==> config.mk <==
export PLATFORM = sky130hd
export DESIGN_NAME = pscrp_top
export DESIGN_NICKNAME = d
export VERILOG_FILES = /design/src/hw/pscrp_pkg.sv /design/src/hw/pscrp_top.sv
export SDC_FILE = /design/constraint.sdc
export NUM_CORES = 1
export LEC_CHECK = 0
export BUFFER_PORTS_ARGS = -buffer_cell sky130_fd_sc_hd__clkbuf_2
export CORE_MARGIN = 2
export CORE_UTILIZATION = 23
export CTS_CLUSTER_DIAMETER = 200
export DETAILED_ROUTE_END_ITERATION = 12
export PLACE_DENSITY = 0.57
export SLEW_MARGIN = 20
export SYNTH_ARGS = -nofsm -noshare
export SYNTH_HDL_FRONTEND = slang
export SYNTH_SLANG_ARGS = --single-unit
export TNS_END_PERCENT = 10
==> constraint.sdc <==
create_clock -name clk_i -period 2.3 [get_ports clk_i]
set_clock_uncertainty 0.2 [all_clocks]
set_input_delay 0.115 -clock clk_i [delete_from_list [all_inputs] [get_ports clk_i]]
set_output_delay 0.115 -clock clk_i [all_outputs]
set_load 0.05 [all_outputs]
==> src/hw/pscrp_pkg.sv <==
// Package of constants for the pin sharing and reset pin control block.
package pscrp_pkg;
  // Reset pin sequence timing in bus cycles.
  localparam int unsigned RST_DRIVE_CYC = 34; // Cycles the reset pin is pulled low.
  localparam int unsigned RST_SAMPLE_CYC = 38; // Cycles from release to the pin sample.
  localparam int unsigned CNT_W = 6; // Width of the sequence counter.
  // Debug link bit time in debug clock cycles.
  localparam int unsigned DBG_BIT_CYC = 16; // Debug clock cycles per bit time.
  localparam int unsigned DBG_SPEEDUP_CYC = 1; // Cycles of active high drive on a rising edge.
  // Number of shared port pins handled.
  localparam int unsigned NPINS = 8; // Shared pins in this instance.
  // Register offsets.
  localparam logic [7:0] REG_CAUSE = 8'h00; // Reset cause status.
  localparam logic [7:0] REG_CTRL = 8'h01; // IRQ and clock control.
  localparam logic [7:0] REG_STAT = 8'h02; // Interrupt status, write one to clear.
  localparam logic [7:0] REG_MASK = 8'h03; // Interrupt mask.
  localparam logic [7:0] REG_MODE = 8'h04; // Captured mode and pin levels.
  // Reset cause bit positions.
  localparam int unsigned CAUSE_POR = 0; // Power-on.
  localparam int unsigned CAUSE_PIN = 1; // External pin.
  localparam int unsigned CAUSE_LVD = 2; // Low voltage.
  localparam int unsigned CAUSE_WDOG = 3; // Watchdog.
  localparam int unsigned CAUSE_ILOP = 4; // Illegal opcode.
  localparam int unsigned CAUSE_PINERR = 5; // Pin read low after internal reset.
  // Control bit positions.
  localparam int unsigned CTRL_IRQ_EN = 0; // IRQ function enabled.
  localparam int unsigned CTRL_IRQ_RISE = 1; // IRQ detects rising edges.
  localparam int unsigned CTRL_RANGE = 2; // Oscillator range select.
  localparam int unsigned CTRL_STOP_SELF = 3; // Self clock for stop recovery.
  localparam int unsigned CTRL_CLK_EXT = 4; // Run from generator instead of self clock.
  // Interrupt status bit positions.
  localparam int unsigned IST_IRQ = 0; // IRQ pin edge.
  localparam int unsigned IST_RST = 1; // Reset sequence done.
  localparam logic [7:0] CTRL_RST = 8'h00; // Control reset value.
  // Reset sequence states.
  typedef enum logic [1:0] {SEQ_IDLE, SEQ_DRIVE, SEQ_WAIT, SEQ_SAMPLE} pscrp_seq_e;
endpackage

==> src/hw/pscrp_top.sv <==
// Reset pin sequencer, mode capture, debug pin timing, IRQ pin and shared pin mux.
`timescale 1ns/1ps
module pscrp_top (
  input wire logic clk_i, // Bus clock, 10 MHz.
  input wire logic rst_i, // Asynchronous reset, active high.
  input wire logic por_i, // Power-on reset event, one cycle.
  input wire logic lvd_rst_i, // Low-voltage reset event, one cycle.
  input wire logic wdog_rst_i, // Watchdog reset event, one cycle.
  input wire logic ilop_rst_i, // Illegal opcode reset event, one cycle.
  input wire logic reset_pin_i, // Reset pin level.
  output logic reset_pin_o, // Reset pin drive value, always low.
  output logic reset_pin_oe_n_o, // Reset pin drive enable, low drives.
  output logic sys_reset_o, // Internal reset held to the core.
  input wire logic bkgd_pin_i, // Background/mode pin level.
  output logic bkgd_pin_o, // Background/mode pin drive value.
  output logic bkgd_pin_oe_n_o, // Background/mode pin enable, low drives.
  input wire logic dbg_tx_valid_i, // Debug bit to send is valid.
  input wire logic dbg_tx_bit_i, // Debug bit value to send.
  output logic dbg_tx_ready_o, // Debug sender can take a bit.
  output logic dbg_bit_tick_o, // Pulse at each debug bit time boundary.
  output logic active_bkgd_o, // Active background mode selected.
  input wire logic irq_pin_i, // External interrupt pin level.
  output logic irq_pull_up_o, // IRQ pin pullup enable.
  output logic irq_pull_down_o, // IRQ pin pulldown enable.
  output logic irq_req_o, // IRQ interrupt request pulse to the core, one cycle per detected edge.
  output logic irq_level_o, // IRQ pin level for the branch instructions.
  output logic self_clk_sel_o, // Core runs from the self clock.
  output logic stop_self_clk_o, // Self clock used for stop recovery.
  output logic osc_range_o, // Oscillator range select.
  input wire logic [pscrp_pkg::NPINS-1:0] pin_i, // Shared pin levels.
  output logic [pscrp_pkg::NPINS-1:0] pin_o, // Shared pin drive values.
  output logic [pscrp_pkg::NPINS-1:0] pin_oe_n_o, // Shared pin enables, low drives.
  output logic [pscrp_pkg::NPINS-1:0] pin_pu_o, // Shared pin pullups.
  input wire logic [pscrp_pkg::NPINS-1:0] port_data_i, // Port data register.
  input wire logic [pscrp_pkg::NPINS-1:0] port_dir_i, // Port direction, one is output.
  input wire logic [pscrp_pkg::NPINS-1:0] port_pue_i, // Port pullup enables.
  output logic [pscrp_pkg::NPINS-1:0] port_rd_o, // Port data register read value.
  input wire logic [pscrp_pkg::NPINS-1:0] alt1_en_i, // First alternate function enables.
  input wire logic [pscrp_pkg::NPINS-1:0] alt1_out_i, // First alternate outputs.
  input wire logic [pscrp_pkg::NPINS-1:0] alt1_oe_i, // First alternate output enables.
  input wire logic [pscrp_pkg::NPINS-1:0] alt2_en_i, // Second alternate function enables.
  input wire logic [pscrp_pkg::NPINS-1:0] alt2_out_i, // Second alternate outputs.
  input wire logic [pscrp_pkg::NPINS-1:0] alt2_oe_i, // Second alternate output enables.
  output logic [pscrp_pkg::NPINS-1:0] pin_in_o, // Synchronised pin levels to modules.
  input wire logic [7:0] reg_addr_i, // Register address.
  input wire logic [7:0] reg_wdata_i, // Register write data.
  input wire logic reg_wr_i, // Register write strobe.
  input wire logic reg_rd_i, // Register read strobe.
  output logic [7:0] reg_rdata_o, // Register read data, one cycle after the strobe.
  output logic int_o // Interrupt, high while an unmasked status bit is set.
);
  localparam logic [5:0] DRIVE_LAST = 6'(pscrp_pkg::RST_DRIVE_CYC - 1); // Last drive count.
  localparam logic [5:0] WAIT_LAST = 6'(pscrp_pkg::RST_SAMPLE_CYC - 1); // Last wait count.
  localparam logic [3:0] BIT_LAST = 4'(pscrp_pkg::DBG_BIT_CYC - 1); // Last bit-time count.
  localparam logic [3:0] SPEED_LAST = 4'(pscrp_pkg::DBG_SPEEDUP_CYC); // Speedup ends here.

  // Synchronisers for pin inputs; only stage two is read.
  logic rpin_s1_q, rpin_s2_q; // Reset pin sync, reset high as the pin idles high.
  logic bkgd_s1_q, bkgd_s2_q; // Background pin sync.
  logic irq_s1_q, irq_s2_q; // IRQ pin sync.
  logic [pscrp_pkg::NPINS-1:0] pin_s1_q, pin_s2_q; // Shared pins sync.

  // Two flip-flop synchronisers for all outside levels.
  always_ff @(posedge clk_i or posedge rst_i) begin
    if (rst_i) begin
      rpin_s1_q <= 1'b1;
      rpin_s2_q <= 1'b1;
      bkgd_s1_q <= 1'b1;
      bkgd_s2_q <= 1'b1;
      irq_s1_q <= 1'b0;
      irq_s2_q <= 1'b0;
      pin_s1_q <= '0;
      pin_s2_q <= '0;
    end else begin
      rpin_s1_q <= reset_pin_i;
      rpin_s2_q <= rpin_s1_q;
      bkgd_s1_q <= bkgd_pin_i;
      bkgd_s2_q <= bkgd_s1_q;
      irq_s1_q <= irq_pin_i;
      irq_s2_q <= irq_s1_q;
      pin_s1_q <= pin_i;
      pin_s2_q <= pin_s1_q;
    end
  end
  wire rpin_lvl = rpin_s2_q; // Synchronised reset pin.

  // Reset sequence state.
  pscrp_pkg::pscrp_seq_e seq_q, seq_d; // Sequencer state.
  logic [pscrp_pkg::CNT_W-1:0] cnt_q, cnt_d; // Sequence counter.
  logic internal_q, internal_d; // Current reset came from inside.
  logic [5:0] pend_q; // Causes gathered during this sequence.
  logic [5:0] cause_q; // Reset cause status register.
  logic mode_q; // Captured mode select level, low is background.
  logic seq_done; // Pulse when the sequence ends.

  // An internal request wins over a pin event in the same cycle, so the pin cause is not doubled.
  wire int_evt = lvd_rst_i | wdog_rst_i | ilop_rst_i | por_i; // Internal reset request.
  wire pin_evt = (seq_q == pscrp_pkg::SEQ_IDLE) & ~rpin_lvl; // External pin pulled low.

  // Next state of the reset sequencer.
  always_comb begin
    seq_d = seq_q;
    cnt_d = cnt_q;
    internal_d = internal_q;
    seq_done = 1'b0;
    case (seq_q)
      pscrp_pkg::SEQ_IDLE: begin
        if (int_evt | pin_evt) begin
          seq_d = pscrp_pkg::SEQ_DRIVE;
          cnt_d = '0;
          internal_d = int_evt;
        end
      end
      pscrp_pkg::SEQ_DRIVE: begin
        cnt_d = cnt_q + 6'd1;
        if (cnt_q == DRIVE_LAST) begin
          seq_d = pscrp_pkg::SEQ_WAIT;
          cnt_d = '0;
        end
      end
      pscrp_pkg::SEQ_WAIT: begin
        cnt_d = cnt_q + 6'd1;
        if (cnt_q == WAIT_LAST) begin
          seq_d = pscrp_pkg::SEQ_SAMPLE;
        end
      end
      pscrp_pkg::SEQ_SAMPLE: begin
        // A low pin from an outside source holds reset until it rises.
        if (rpin_lvl | internal_q) begin
          seq_d = pscrp_pkg::SEQ_IDLE;
          seq_done = 1'b1;
        end
      end
      default: seq_d = pscrp_pkg::SEQ_IDLE;
    endcase
  end

  // Sequencer registers.
  always_ff @(posedge clk_i or posedge rst_i) begin
    if (rst_i) begin
      seq_q <= pscrp_pkg::SEQ_IDLE;
      cnt_q <= '0;
      internal_q <= 1'b0;
    end else begin
      seq_q <= seq_d;
      cnt_q <= cnt_d;
      internal_q <= internal_d;
    end
  end

  // Causes seen during the sequence; latched into status at the end.
  wire [5:0] cause_evt = {(seq_q == pscrp_pkg::SEQ_SAMPLE) & internal_q & ~rpin_lvl,
                          ilop_rst_i, wdog_rst_i, lvd_rst_i,
                          pin_evt & ~int_evt, por_i};
  always_ff @(posedge clk_i or posedge rst_i) begin
    if (rst_i) begin
      pend_q <= 6'h01;
      cause_q <= '0;
    end else if (seq_done) begin
      // The closing cycle's events join in; the low-pin sample exists only in that cycle.
      cause_q <= pend_q | cause_evt;
      pend_q <= '0;
    end else begin
      pend_q <= pend_q | cause_evt;
    end
  end

  // Mode pin captured once at the release edge of the internal reset.
  logic sys_reset_q; // Internal reset level.
  logic mode_taken_q; // Mode already captured.
  always_ff @(posedge clk_i or posedge rst_i) begin
    if (rst_i) begin
      sys_reset_q <= 1'b1;
      mode_q <= 1'b1;
      mode_taken_q <= 1'b0;
    end else begin
      sys_reset_q <= (seq_d != pscrp_pkg::SEQ_IDLE);
      // Only the end of a sequence is a true release edge: at rst_i release the
      // synchroniser still holds its reset value, not the level on the pin.
      if (seq_done & ~mode_taken_q) begin
        mode_q <= bkgd_s2_q;
        mode_taken_q <= 1'b1;
      end
    end
  end
  assign sys_reset_o = sys_reset_q;
  assign active_bkgd_o = ~mode_q;
  // The pin is only ever pulled low; its pullup makes the high level.
  assign reset_pin_o = 1'b0;
  assign reset_pin_oe_n_o = ~(seq_q == pscrp_pkg::SEQ_DRIVE);

  // Debug link bit sender: low start, rise timed by the data bit, speedup high at the rise.
  logic [3:0] bcnt_q; // Bit-time counter.
  logic busy_q; // Bit in progress.
  logic bit_q; // Bit being sent.
  wire dbg_go = ~sys_reset_q & mode_taken_q; // Pin serves debug only out of reset.
  assign dbg_tx_ready_o = dbg_go & ~busy_q;
  always_ff @(posedge clk_i or posedge rst_i) begin
    if (rst_i) begin
      bcnt_q <= '0;
      busy_q <= 1'b0;
      bit_q <= 1'b0;
    end else if (busy_q) begin
      bcnt_q <= bcnt_q + 4'd1;
      if (bcnt_q == BIT_LAST) begin
        busy_q <= 1'b0;
      end
    end else if (dbg_tx_valid_i & dbg_tx_ready_o) begin
      busy_q <= 1'b1;
      bit_q <= dbg_tx_bit_i;
      bcnt_q <= '0;
    end
  end
  assign dbg_bit_tick_o = busy_q & (bcnt_q == BIT_LAST);
  // Low for the first quarter; a one rises early, a zero late, each with a driven speedup.
  wire [3:0] rise_at = bit_q ? 4'd4 : 4'd13; // Cycle at which the line rises.
  wire drive_low = busy_q & (bcnt_q < rise_at);
  wire drive_hi = busy_q & (bcnt_q >= rise_at) & (bcnt_q < rise_at + SPEED_LAST);
  assign bkgd_pin_o = drive_hi;
  assign bkgd_pin_oe_n_o = ~(dbg_go & (drive_low | drive_hi));

  // Control, interrupt status and mask registers.
  logic [7:0] ctrl_q; // Control register.
  logic [1:0] ist_q; // Sticky interrupt status.
  logic [1:0] imask_q; // Interrupt mask.
  logic irq_prev_q; // Previous IRQ level for edge detect.
  wire irq_en = ctrl_q[pscrp_pkg::CTRL_IRQ_EN];
  wire irq_rise = ctrl_q[pscrp_pkg::CTRL_IRQ_RISE];
  wire irq_edge = irq_en & (irq_rise ? (irq_s2_q & ~irq_prev_q) : (~irq_s2_q & irq_prev_q));
  wire [1:0] ist_set = {seq_done, irq_edge};
  wire wr_ctrl = reg_wr_i & (reg_addr_i == pscrp_pkg::REG_CTRL);
  wire wr_stat = reg_wr_i & (reg_addr_i == pscrp_pkg::REG_STAT);
  wire wr_mask = reg_wr_i & (reg_addr_i == pscrp_pkg::REG_MASK);

  // Register writes; a set wins over a clear in the same cycle.
  always_ff @(posedge clk_i or posedge rst_i) begin
    if (rst_i) begin
      ctrl_q <= pscrp_pkg::CTRL_RST;
      ist_q <= '0;
      imask_q <= '0;
      irq_prev_q <= 1'b0;
    end else begin
      irq_prev_q <= irq_s2_q;
      if (wr_ctrl) begin
        ctrl_q <= reg_wdata_i;
      end
      if (wr_mask) begin
        imask_q <= reg_wdata_i[1:0];
      end
      ist_q <= (ist_q & ~(wr_stat ? reg_wdata_i[1:0] : 2'b00)) | ist_set;
    end
  end
  assign int_o = |(ist_q & imask_q);
  assign irq_req_o = irq_edge;
  assign irq_level_o = irq_en & irq_s2_q;
  // The pull follows the edge sense so that an idle pin never looks active.
  assign irq_pull_up_o = irq_en & ~irq_rise;
  assign irq_pull_down_o = irq_en & irq_rise;
  assign osc_range_o = ctrl_q[pscrp_pkg::CTRL_RANGE];
  assign stop_self_clk_o = ctrl_q[pscrp_pkg::CTRL_STOP_SELF];
  assign self_clk_sel_o = sys_reset_q | ~ctrl_q[pscrp_pkg::CTRL_CLK_EXT];

  // Read decoding.
  logic [7:0] rd_mux; // Selected read value.
  always_comb begin
    if (reg_addr_i == pscrp_pkg::REG_CAUSE) begin
      rd_mux = {2'b00, cause_q};
    end else if (reg_addr_i == pscrp_pkg::REG_CTRL) begin
      rd_mux = ctrl_q;
    end else if (reg_addr_i == pscrp_pkg::REG_STAT) begin
      rd_mux = {6'h00, ist_q};
    end else if (reg_addr_i == pscrp_pkg::REG_MASK) begin
      rd_mux = {6'h00, imask_q};
    end else if (reg_addr_i == pscrp_pkg::REG_MODE) begin
      rd_mux = {5'h00, irq_s2_q, bkgd_s2_q, ~mode_q};
    end else begin
      rd_mux = 8'h00; // Unmapped reads zero.
    end
  end
  always_ff @(posedge clk_i or posedge rst_i) begin
    if (rst_i) begin
      reg_rdata_o <= '0;
    end else begin
      reg_rdata_o <= reg_rd_i ? rd_mux : 8'h00;
    end
  end

  // Shared pin mux: second alternate over first over port.
  for (genvar i = 0; i < pscrp_pkg::NPINS; i++) begin : g_pin
    wire oe = alt2_en_i[i] ? alt2_oe_i[i] : (alt1_en_i[i] ? alt1_oe_i[i] : port_dir_i[i]);
    wire dv = alt2_en_i[i] ? alt2_out_i[i] : (alt1_en_i[i] ? alt1_out_i[i] : port_data_i[i]);
    // Internal reset forces enables and pullups off, so pins come up as bare inputs.
    assign pin_oe_n_o[i] = sys_reset_q | ~oe;
    assign pin_o[i] = dv;
    assign pin_pu_o[i] = ~sys_reset_q & ~oe & port_pue_i[i];
    // The read uses the direction bit even while a peripheral owns the pin.
    assign port_rd_o[i] = port_dir_i[i] ? port_data_i[i] : pin_s2_q[i];
  end
  assign pin_in_o = pin_s2_q;
endmodule
* Yosys cells after proc, flatten, opt, wreduce, memory -nomap -nowiden
Cells that the tools add are included.
Word-level totals: input port bits 109, word-level logic and storage cells 193, flip-flop bits (word level) 73
Cells by class: equality and inequality tests 11, bitwise logic cells 78, add/subtract/negate cells 3, muxes and demuxes 65, reductions and logical operators 9, $lt $le $gt $ge 3
Operators with widths (count):
- $mux W1 | 46
- $and A1 B1 Y1 | 38
- $mux W8 | 3
- $not A1 Y1 | 20
- $mux W6 | 3
- $pmux W6 S3 | 1
- $eq A8 B2 Y1 const B | 2
- $or A1 B1 Y1 | 15
- $eq A6 B6 Y1 const B | 2
- $mux W4 | 3
- $mux W2 | 5
- $mux W3 | 3
- $add A4 B1 Y4 const B | 2
- $eq A8 B1 Y1 const B | 1
- $eq A8 B3 Y1 const B | 1
- $logic_not A8 Y1 | 1
- $lt A4 B4 Y1 | 2
- $pmux W2 S4 | 1
- $add A6 B1 Y6 const B | 1
- $or A6 B6 Y6 | 1
- $reduce_and A2 Y1 | 3
- $and A2 B2 Y2 | 2
- $eq A2 B2 Y1 const B | 2
- $eq A4 B4 Y1 const B | 1
- other kinds (9) | 10

* Depth between registers and ports, before layout
Gate-level depths: netlist of run 1.
depth in word-level cells 7, mapped depth 7, gate-level depth less buffers 6

* Least setup slack after synthesis of run 1
Ideal clock, no wire load.
path kind reg-to-reg, from register busy_q, to register bit_q, path slack -0.441 ns, library setup time 0.125 ns, arrival time 2.416 ns, period minus slack after synthesis 2.741 ns, stages on the path, launching flop included 5, data required time 1.975 ns, path buffers 1, cell sequence dfrtp_1 > clkbuf_1 > nor3b_1 > nand2_1 > mux2_2
On the way: longest elaborated chain between the ends 4
Ends and longest elaborated chain:
- start: declaration | line pscrp_top.sv:194 | logic busy_q;
- start signal: assignment | line pscrp_top.sv:201 | busy_q <= 1'b0;
- start signal: assignment | line pscrp_top.sv:206 | busy_q <= 1'b0;
- start signal: assignment | line pscrp_top.sv:209 | busy_q <= 1'b1;
- $not A1 Y1 (no line)
- $and A1 B1 Y1 | line pscrp_top.sv:197 | assign dbg_tx_ready_o = dbg_go & ~busy_q;
- via dbg_tx_ready_o | line pscrp_top.sv:19 | output logic dbg_tx_ready_o,
- $and A1 B1 Y1 | line pscrp_top.sv:208 | end else if (dbg_tx_valid_i & dbg_tx_ready_o) begin
- $reduce_and A2 Y1 (no line)
- end signal: assignment | line pscrp_top.sv:210 | bit_q <= dbg_tx_bit_i;
- end: declaration | line pscrp_top.sv:195 | logic bit_q;
The timed path passes the listed nets, and every way through them passes these cells. A chain may end at the register's enable or synchronous reset.

* Worst setup path after layout of run 1
from register bit_q, to output port bkgd_pin_oe_n_o
On the way: longest elaborated chain between the ends 7
Ends and longest elaborated chain:
- $mux W4 (*) | line pscrp_top.sv:216 | wire [3:0] rise_at = bit_q ? 4'd4 : 4'd13;
- $add A4 B1 Y4 or $ge A4 B4 Y1 (tied branches) | line pscrp_top.sv:218 | wire drive_hi = busy_q & (bcnt_q >= rise_at) & (bcnt_q < rise_at + SPEED_LAST);
- $lt A4 B4 Y1 or $and A1 B1 Y1 (tied branches) | line pscrp_top.sv:218
- $and A1 B1 Y1 | line pscrp_top.sv:218
- $or A1 B1 Y1 (*) | line pscrp_top.sv:220 | assign bkgd_pin_oe_n_o = ~(dbg_go & (drive_low | drive_hi));
- $and A1 B1 Y1 (*) | line pscrp_top.sv:220
- $not A1 Y1 (*) | line pscrp_top.sv:220
- end: declaration | line pscrp_top.sv:16 | output logic bkgd_pin_oe_n_o,
Every way passes the cells marked *; elsewhere a longest branch is shown, timed or not.

==> out/metrics.csv, run 1 <==
metric;value;unit
reg2reg_slack;0.30;ns
clk_path_buf_depth;2;
setup_tns;0;ns
track_usage;11.9;%
timing.final.hold_violations;0;
route.final.wire_length;10300;um
ys.flop_type;sky130_fd_sc_hd__dfrtp_1;
clock_tree.root_cell;sky130_fd_sc_hd__clkbuf_16;
final_min_period_over_clock_period;95.6;%
synth_edf_count;0;
max_cap_violations;0;
drive_above_1_share;42.5;%
cts.clk_slew.worst_paths;0.06;ns
synth_nets;471;
async_reset_ff_share;100;%
worst_setup_path_end_kind;output port;
global_route.overflow_total;0;
p_per_area;617;nW/um^2
worst-endpoint-arrival;1.88;ns
synth-simple-area-share;17.5;%
required_arrival_time_at_the_worst_endpoint;1.99;ns
routed_wire_length_per_instance;13.4;um
critPathLaunchType;flop;
gpl.final_weighted_congestion;0.813;
synth_mux_area_share;11.5;%
cts_buf_count;9;
final-setup-viol-count;0;
vdd.ir_drop.worst;0.000369;V
floorplan.io_pins;173;
setup.worst_path.class;flop to output port;
clock_insertion_delay_worst_skew;0.34;ns
synthesis.instances;350;
worst_hold_path.num_cells;5;
grt_pass1_vias;3260;
ys.warnings.count;0;
antenna_violating_nets_post_route;0;
pwr-share-comb;13.4;%
seqPwrFrac;40.5;%
postLayoutCoreUtil;34.1;%
run_status;finished, final reports clean;
sw_frac_of_total;25.9;%
dr.first_iter.drc_count;184;
nFillCells;1665;
tritoncts;built;
worst_pin_slew;0.682;ns
drt_drc_violations_left;0;
vias_per_cell;4.40;
unrepaired_setup_endpoints_after_global_routing;false;
floorplan.die.width;131;um
fmax;455;MHz
io_buffer_count;171;
core.rowCount;46;
antenna_found_initial;0;
initial_utilization;23.4;%
first_pass_iters;4;
synth.avg_cell_area;10.5;um^2
slew_violations;0;
synth_top_family_by_area;simple AND/OR/NAND/NOR gates;
pin_count_of_the_biggest_net_entering_global_routing;44;
cts.repair_timing.setup_buffer_count;0;
synth-adder-area-share;4.08;%
inserted_diodes;0;
wire_length_of_the_first_global_routing_pass;15600;um
die_h;131;um
finalCriticalPeriod;2.20;ns
area_growth_syn_to_layout;46.1;%
synth.yosys.seq_area_share;49.8;%
totalPowerFinal;0.00332;W
total_switching_power;0.000862;W
die-area;17000;um^2
cts_sinks;73;
intPower;0.00246;W
vias;3375;
core_area;15800;um^2
timing.critical_path.fanout_max;5;
synth.cell_area;3680;um^2
synth-compound-area-share;12.4;%
cts_htree_levels;3;
synth-xor-area-share;0;%
worstRegToRegCells;6;
leakage_power;2.76;nW
post_synth_num_cell_types;48;
part_of_the_power_in_the_clock_network;46.1;%
dpl.hpwl;7970;um
worst_slew_margin_rel;54.2;%
ys_seq_elements;73;
holdCritPathClass;primary input to flop;
num-nets-final;667;
-- cells in the mapped netlist, drive strengths merged, types with 3 or more instances --
cell	n	area share (%)
dfrtp	66	45
nor2	29	3.0
nand2	28	2.9
o21ai	28	3.8
mux2i	21	5.7
mux2	19	5.8
inv	15	1.5
a21oi	14	1.9
buf	12	2.4
ha	12	4.1
and3	9	1.6
nand2b	9	1.5
or2	9	1.5
and3b	8	1.9
dfstp	7	5.0
clkbuf	6	0.61
nand3	5	0.68
a21o	4	0.82
a31oi	4	0.68
and2	4	0.68
nor2b	4	0.68
nor4	4	0.68
o2bb2ai	4	0.95
o22ai	3	0.51
-- path summary, 6_finish.rpt --
check	endpoint	start
setup / recovery	bkgd_pin_oe_n_o	bit_q
hold / removal	ist_q[0]	reg_addr_i[6]
setup reg to reg	sys_reset_o	seq_q[0]
min in group asynchronous	pin_s1_q[4]	rst_i
hold reg to reg	pin_in_o[3]	pin_s1_q[3]
max in group asynchronous	bkgd_s1_q	rst_i
-- power by group through the flow --
stage                     clock network (W)  logic, W  registers (W)
after global placement                    0  0.000402        0.00137
after detailed placement                  0  0.000410        0.00137
after floorplan                           0  0.000224        0.00139
final                               0.00153  0.000446        0.00135
after global routing                0.00166  0.000483        0.00135
after CTS                           0.00160  0.000451        0.00135
-- state kept, by name, indices dropped and copies added, names as in the netlist, 2 cells and up --
signal       cells
cnt_q            6
ist_q            2
cause_q          6
imask_q          2
bcnt_q           4
seq_q            2
reg_rdata_o      8
pin_in_o         8
pend_q           6
ctrl_q           8
pin_s1_q         8
-- cell families (layout without fill, tap and decap cells) --
kind of cell,count (synthesis),after routing
and+or+nand+nor,119,119
DFF,73,73
AOI/OAI and AO/OA,72,72
muxes,40,40
buffers and inverters,33,234
adders and majority gates,12,12
other,1,1
-- critical path, cell delays in order, from the launching register on --
cell                       delay, ns
sky130_fd_sc_hd__dfrtp_1        0.42
sky130_fd_sc_hd__ha_1           0.18
sky130_fd_sc_hd__nand2b_1       0.16
sky130_fd_sc_hd__or3b_4         0.38
sky130_fd_sc_hd__a41o_1         0.24
sky130_fd_sc_hd__buf_8          0.16
-- cells in the final DEF, fill, tap and decap left out, types with 8 or more instances in the layout --
cell type,instances
sky130_fd_sc_hd__mux2_2,19
sky130_fd_sc_hd__or2_2,9
sky130_fd_sc_hd__nand2_1,28
sky130_fd_sc_hd__nand2b_1,9
sky130_fd_sc_hd__dfrtp_1,66
sky130_fd_sc_hd__and3b_1,8
sky130_fd_sc_hd__nor2_1,29
sky130_fd_sc_hd__clkbuf_2,169
sky130_fd_sc_hd__inv_1,14
sky130_fd_sc_hd__ha_1,12
sky130_fd_sc_hd__clkbuf_16,9
sky130_fd_sc_hd__dlygate4sd3_1,30
sky130_fd_sc_hd__a21oi_1,14
sky130_fd_sc_hd__mux2i_1,21
sky130_fd_sc_hd__o21ai_0,27
-- metrics by stage --
stage	setup WS, ns	cells	instance area, um^2	hold slack (ns)
6_report	0.100	767	5380	0.0471
5_1_grt	0.0257	767	5380	0.0455
4_1_cts	0.00996	767	5370	0.0201
3_5_place_dp	0.181	721	4730	-0.0137
3_3_place_gp	0.280	721	4730	-0.0175
2_1_floorplan	-0.406	350	3690	-0.0805
-- metal layers --
layer / share of wire (%) / wire [um] / vias to the layer above / track usage [%]
met4: 2.1 / 219 / 0 / 5.88
met3: 6.8 / 694 / 16 / 2.97
li1: - / - / 1622 / -
met1: 41 / 4190 / 1605 / 13.3
met2: 50 / 5160 / 132 / 21.2
met5: 0 / 0 / - / 0
-- final cells by class --
class	instances	area [um^2]	area share [%]
clock buffers	9	225	4.19
inverters	15	57.6	1.07
clock inverters	7	103	1.91
well taps	216	270	5.02
repair buffers	203	1200	22.2
flip-flops and latches	73	1840	34.1
multi-input cells	244	1690	31.5
-- what timing repair did --
item	4_1_cts	5_1_grt
hold buffers	30	0
endpoints found under the setup margin	2	2
cloned	0	0
gates resized for setup	3	4
hold endpoints to repair	72	0
Note: power is estimated with default switching activity, not from simulation.
==> run 2, diff against run 1 <==
--- a/config.mk
+++ b/config.mk
@@ -5,8 +5,10 @@
 export SDC_FILE = /design/constraint.sdc
 export NUM_CORES = 1
 export LEC_CHECK = 0
+export ABC_CLOCK_PERIOD_IN_PS = 2300
 export BUFFER_PORTS_ARGS = -buffer_cell sky130_fd_sc_hd__clkbuf_2
-export CORE_MARGIN = 2
+export CORE_ASPECT_RATIO = 1.2
+export CORE_MARGIN = 1.5
 export CORE_UTILIZATION = 23
 export CTS_CLUSTER_DIAMETER = 200
 export DETAILED_ROUTE_END_ITERATION = 12
==> run 2 against run 1 <==
  * Critical path depth unchanged
  * Flip-flop and latch count stayed put
  * Die area fell by 1.5%
  * Hold slack worse by 0.0098 ns
  * Clock power about the same
  * Setup slack got worse by 0.010 ns
  * Via count decreased by 0.86%
  * Highest routed layer unchanged
==> out/metrics.csv, run 2 (synthesized netlist as in run 1, its figures left out) <==
metric;value;unit;change
dr.first_iter.drc_count;219;;+19%
post_dp_cell_area;4720;um^2;-0.21%
hold_ws;0.0373;ns;-0.00976 ns
timing.critical_path.fanout_max;4;;-1
reg2reg_slack;0.26;ns;-0.04 ns
p_per_area;619;nW/um^2;+0.31%
global_route.overflow_total;0;;unchanged
gpl.final_weighted_congestion;0.940;;+16%
run_status;finished, final reports clean;;
floorplan.die.width;119;um;-9.2%
worst_slew_margin_rel;52.2;%;-2.0 points
vias;3346;;-0.86%
holdCritPathClass;primary input to flop;;
pin_count_of_the_biggest_net_entering_global_routing;53;;+20%
worstRegToRegCells;6;;unchanged
timing.final.hold_violations;0;;unchanged
unrepaired_setup_endpoints_after_global_routing;false;;
core.rowCount;50;;+8.7%
vdd.ir_drop.worst;0.000326;V;-12%
max_cap_violations;0;;unchanged
slew_violations;0;;unchanged
place_worst_setup_slack;0.224;ns;+0.0425 ns
worst-endpoint-arrival;1.90;ns;+0.02 ns
wl_met1;4290;um;+2.6%
floorplan.io_pins;173;;unchanged
reg2reg_to;sys_reset_o;;
final_min_period_over_clock_period;96.1;%;+0.45 points
die-area;16800;um^2;-1.5%
drive_above_1_share;42.5;%;unchanged
area_growth_syn_to_layout;45.4;%;
required_arrival_time_at_the_worst_endpoint;1.99;ns;about the same
io_buffer_count;171;;unchanged
cts.clk_slew.worst_paths;0.06;ns;about the same
grt_pass1_vias;3368;;+3.3%
cts_htree_levels;3;;unchanged
clk_path_buf_depth;2;;unchanged
routed_wire_length_per_instance;13.4;um;+0.22%
detailroute.wirelength.met3;593;um;-15%
initial_utilization;23.6;%;+0.19 points
drt_drc_violations_left;0;;unchanged
mostFrequentLayoutCell;sky130_fd_sc_hd__clkbuf_2;;
track_usage;12.2;%;+0.27 points
die_h;142;um;+8.5%
cts_sinks;73;;unchanged
finalCriticalPeriod;2.21;ns;+0.0105 ns
worst_setup_path_end_kind;output port;;
worst_setup_startpoint;bcnt_q[3];;
finalInstanceArea;5360;um^2;-0.46%
setup.worst_path.class;flop to output port;;
worst_pin_slew;0.713;ns;+0.0305 ns
worst_slack;0.0896;ns;-0.0105 ns
clock_insertion_delay_worst_skew;0.33;ns;about the same
vias_per_cell;4.41;;+0.19%
inserted_diodes;0;;unchanged
worst_setup_path_endpoint;bkgd_pin_oe_n_o;;
final-setup-viol-count;0;;unchanged
first_pass_iters;4;;unchanged
fmax;452;MHz;-0.47%
num-nets-final;667;;unchanged
route.final.wire_length;10200;um;-0.83%
final_cell_mix;sky130_fd_sc_hd__clkbuf_2, sky130_fd_sc_hd__dfrtp_1, sky130_fd_sc_hd__nor2_1, sky130_fd_sc_hd__dlygate4sd3_1, sky130_fd_sc_hd__nand2_1;;
leakage_power;2.75;nW;-0.16%
cts_buf_count;9;;unchanged
clock_tree.root_cell;sky130_fd_sc_hd__clkbuf_16;;
dpl.hpwl;7920;um;-0.65%
antenna_found_initial;0;;unchanged
core_area;15600;um^2;-0.82%
wl_met2;5000;um;-3.1%
highest-signal-layer;met4;;
antenna_violating_nets_post_route;0;;unchanged
critPathLaunchType;flop;;
wire_length_of_the_first_global_routing_pass;16400;um;+5.0%
setup_tns;0;ns;unchanged
critical_path.reg2reg.startpoint;seq_q[0];;
tritoncts;built;;
## run 2: cell types whose count changed in the layout (fill, tap and decap cells not counted), sizes merged
| cell | delta |
|---|---|
| dlygate4sd3 | -1 |
| buf | +1 |
## run 2: routing by layer
metal | vias to the layer above | track usage [%]
met2 | 123 | 20.9
met5 | - | 0
met4 | 0 | 5.64
met3 | 25 | 3.01
li1 | 1621 | -
met1 | 1577 | 14.5
## run 2: where the power goes
group | leakage [nW] | internal, W | switching [W]
Clock | 0.150 | 0.000960 | 0.000563
Combinational | 1.72 | 0.000178 | 0.000271
Sequential | 0.881 | 0.00132 | 0.0000219
Total | 2.75 | 0.00246 | 0.000856
## run 2: area by class of cell
| cell class | instances | area [um^2] |
|---|---|---|
| Clock buffer | 9 | 225 |
| Clock inverter | 7 | 103 |
| Fill cell | 1584 | 10300 |
| Inverter | 15 | 57.6 |
| Multi-Input combinational cell | 244 | 1690 |
| Sequential cell | 73 | 1840 |
| Tap cell | 208 | 260 |
| Timing Repair Buffer | 203 | 1190 |
## run 2: what timing repair did
item	in CTS	in global routing
buffers inserted	1	0
endpoints found under the setup margin	1	2
hold endpoints to repair	108	0
resized for setup	1	5
hold buffers	29	0
## run 2: metrics by stage
step | std cells | utilization [%] | total power [W]
detailed placement | 713 | 30.2 | 0.00178
finish | 759 | 34.2 | 0.00332
floorplan | 350 | - | 0.00162
CTS | 759 | 34.2 | 0.00338
global placement | 713 | 30.2 | 0.00177
global route | 759 | 34.2 | 0.00348
## run 2: worst min-delay path by stage
stage,startpoint,endpoint,cells past startpoint,slack [ns]
finish,reg_addr_i[6],reg_rdata_o[0],4,0.04
global placement,rst_i,pin_in_o[0],2,-0.08
global route,reg_addr_i[6],reg_rdata_o[0],4,0.05
detailed placement,rst_i,pin_in_o[0],2,-0.08
CTS,reg_addr_i[6],reg_rdata_o[0],4,0.02
floorplan,bkgd_pin_i,bkgd_s1_q,0,-0.08
## run 2: worst max-delay path: stages (launching register included)
cell and delay [ns]:
sky130_fd_sc_hd__dfrtp_1 0.40, sky130_fd_sc_hd__ha_1 0.20, sky130_fd_sc_hd__nand2b_1 0.15, sky130_fd_sc_hd__or3b_2 0.45, sky130_fd_sc_hd__a41o_1 0.23, sky130_fd_sc_hd__buf_6 0.15
==> run 3, diff against run 2 <==
--- a/config.mk
+++ b/config.mk
@@ -12,6 +12,7 @@
 export CORE_UTILIZATION = 23
 export CTS_CLUSTER_DIAMETER = 200
 export DETAILED_ROUTE_END_ITERATION = 12
+export GPL_TIMING_DRIVEN = 0
 export PLACE_DENSITY = 0.57
 export SLEW_MARGIN = 20
 export SYNTH_ARGS = -nofsm -noshare
==> run 3 against run 2 <==
  * Final cell count up 2.0%
  * Critical endpoint unchanged
  * Setup slack got worse by 0.055 ns
  * Wire length grew 2.9%
  * Register-to-register slack got worse by 0.13 ns
  * Utilization is 0.57 points higher
  * Critical path type unchanged
  * Hold slack better by 0.0059 ns
  * Largest cell class unchanged
  * Combinational power increased by 4%
  * Non-clock buffer count grew 15
==> out/metrics.csv, run 3 (synthesized netlist as in run 1, its figures left out) <==
metric;value;unit;change
worst_pin_slew;0.755;ns;+0.0422 ns
unrepaired_setup_endpoints_after_global_routing;true;;
totalPowerFinal;0.00323;W;-2.7%
timing.critical_path.fanout_max;5;;+1
critPathBufInv;1;;unchanged
holdCritPathClass;primary input to flop;;
run_status;finished, final reports clean;;
grt_pass1_vias;3435;;+2.0%
grt_util_met1;14.9;%;+0.42 points
post_dp_cell_area;4820;um^2;+2.2%
cts.clk_slew.worst_paths;0.06;ns;about the same
placed_cells;728;;+2.1%
routed_wire_length_per_instance;13.5;um;+0.93%
inserted_diodes;0;;unchanged
num-nets-final;682;;+2.2%
hold_start;reg_addr_i[6];;
worst-endpoint-arrival;1.95;ns;+0.05 ns
antenna_found_initial;0;;unchanged
die-area;16800;um^2;unchanged
sw_frac_of_total;26.0;%;+0.20 points
intPower;0.00239;W;-2.9%
floorplan.io_pins;173;;unchanged
clk_path_buf_depth;2;;unchanged
layoutNonFillerInstCount;774;;+2.0%
p_per_area;593;nW/um^2;-4.3%
dr.first_iter.drc_count;122;;-44%
timing.final.hold_violations;0;;unchanged
drt_drc_violations_left;0;;unchanged
core.rowCount;50;;unchanged
worst_hold_path.num_cells;5;;+1
worst_setup_startpoint;bit_q;;
worst_slack;0.0350;ns;-0.0546 ns
clock_insertion_delay_worst_skew;0.34;ns;about the same
tritoncts;built;;
wire_length_of_the_first_global_routing_pass;16800;um;+2.8%
route.final.wire_length;10500;um;+2.9%
cts_htree_levels;3;;unchanged
fmax;442;MHz;-2.4%
reg2reg_to;bit_q;;
vias_per_cell;4.45;;+0.99%
floorplan.die.width;119;um;unchanged
dpl.hpwl;8190;um;+3.4%
seqPwrFrac;41.7;%;+1.2 points
antenna_violating_nets_post_route;0;;unchanged
finalInstanceArea;5450;um^2;+1.7%
area_growth_syn_to_layout;47.8;%;
worst_setup_path_end_kind;output port;;
pwr-share-comb;14.5;%;+1.0 points
vdd.ir_drop.worst;0.000338;V;+3.9%
worstRegToRegCells;4;;-2
reg2reg_slack;0.13;ns;-0.13 ns
final-setup-viol-count;0;;unchanged
global_route.overflow_total;0;;unchanged
global_route.usage.met2;22.2;%;+1.3 points
drive_above_1_share;42.8;%;+0.29 points
total_switching_power;0.000840;W;-1.9%
final_cell_mix;sky130_fd_sc_hd__clkbuf_2, sky130_fd_sc_hd__dfrtp_1, sky130_fd_sc_hd__dlygate4sd3_1, sky130_fd_sc_hd__nor2_1;;
timing.critical_path.cells;ha_2, nand2b_1, or3b_2, a41o_1, buf_8;;
top_usage_layer;met2;;
io_buffer_count;169;;-1.2%
clock_tree.root_cell;sky130_fd_sc_hd__clkbuf_16;;
cts_sinks;73;;unchanged
gpl.final_weighted_congestion;0.877;;-6.6%
place_worst_setup_slack;0.243;ns;+0.0187 ns
max_cap_violations;0;;unchanged
pin_count_of_the_biggest_net_entering_global_routing;56;;+5.7%
first_pass_iters;4;;unchanged
vias;3446;;+3.0%
worst_path_largest_cell_delay;0.45;ns;about the same
part_of_the_power_in_the_clock_network;43.8;%;-2.1 points
slew_violations;0;;unchanged
master_of_the_slowest_instance_on_the_critical_path;sky130_fd_sc_hd__or3b_2;;
finalCriticalPeriod;2.26;ns;+0.0546 ns
leakage_power;2.82;nW;+2.2%
final_min_period_over_clock_period;98.5;%;+2.4 points
required_arrival_time_at_the_worst_endpoint;1.99;ns;about the same
hold_path_end;reg_rdata_o[3];;
critical_path.reg2reg.startpoint;sys_reset_o;;
mostFrequentLayoutCell;sky130_fd_sc_hd__clkbuf_2;;
cts.repair_timing.setup_buffer_count;0;;-1
die_h;142;um;unchanged
setup.worst_path.class;flop to output port;;
core_area;15600;um^2;unchanged
critPathLaunchType;flop;;
worst_slew_margin_rel;49.2;%;-3.0 points
track_usage;12.6;%;+0.41 points
global_route.usage.met3;2.53;%;-0.48 points
timing.critical_path.max_delay_family;simple AND/OR/NAND/NOR gates;;
initial_utilization;23.6;%;unchanged
cts_buf_count;9;;unchanged
[run 3: cell type report]
type,count,area [um^2]
multi-input combinational,244,1690
sequential,73,1840
tap,208,260
clock buffer,12,246
clock inverter,4,51.3
inverter,15,58.8
fill,1589,10200
buffer,17,109
timing repair buffer,201,1200
[run 3: worst min-delay path, delay by kind of cell]
kind / cells / cell delay, ns
simple gates: 4 / 0.36
buf+inv: 1 / 0.07
[run 3: routing by layer]
metal | wire length [um] | vias to the layer above | share of wire, %
met5 | 0 | - | 0
met3 | 513 | 13 | 4.9
met2 | 5350 | 113 | 51
met1 | 4430 | 1665 | 42
met4 | 183 | 0 | 1.7
li1 | - | 1655 | -
[run 3: per-stage QoR]
stage | util, % | hold slack [ns] | setup TNS (ns)
after floorplan | - | -0.0805 | -0.406
final | 34.8 | 0.0433 | 0
after CTS | 34.8 | 0.0161 | 0
after global placement | 30.7 | 0.00804 | -56.92
after detailed placement | 30.8 | -0.115 | 0
after global routing | 34.8 | 0.0437 | -0.0272
[run 3: repair_timing]
action / in CTS / in global routing
pin swaps: 0 / 0
resized for setup: 4 / 4
setup endpoints to repair: 11 / 3
hold buffers: 31 / 0
hold endpoints to repair: 107 / 0
[run 3: power by group through the flow]
stage               clock network [W]  registers [W]  logic (W)
floorplan                           0        0.00139   0.000224
global placement                    0        0.00137   0.000418
detailed placement                  0        0.00137   0.000432
CTS                           0.00149        0.00135   0.000472
global route                  0.00154        0.00135   0.000501
finish                        0.00142        0.00135   0.000467
[run 3: how the worst max path moves through the flow]
stage / endpoint / slack (ns) / cells past startpoint
6_report: bkgd_pin_oe_n_o / 0.04 / 5
5_1_grt: bkgd_pin_oe_n_o / -0.03 / 5
4_1_cts: bkgd_pin_oe_n_o / 0.009 / 5
3_5_place_dp: cnt_q[1] / 0.24 / 7
3_3_place_gp: reg_rdata_o[6] / -0.86 / 2
2_1_floorplan: bkgd_pin_o / -0.41 / 3
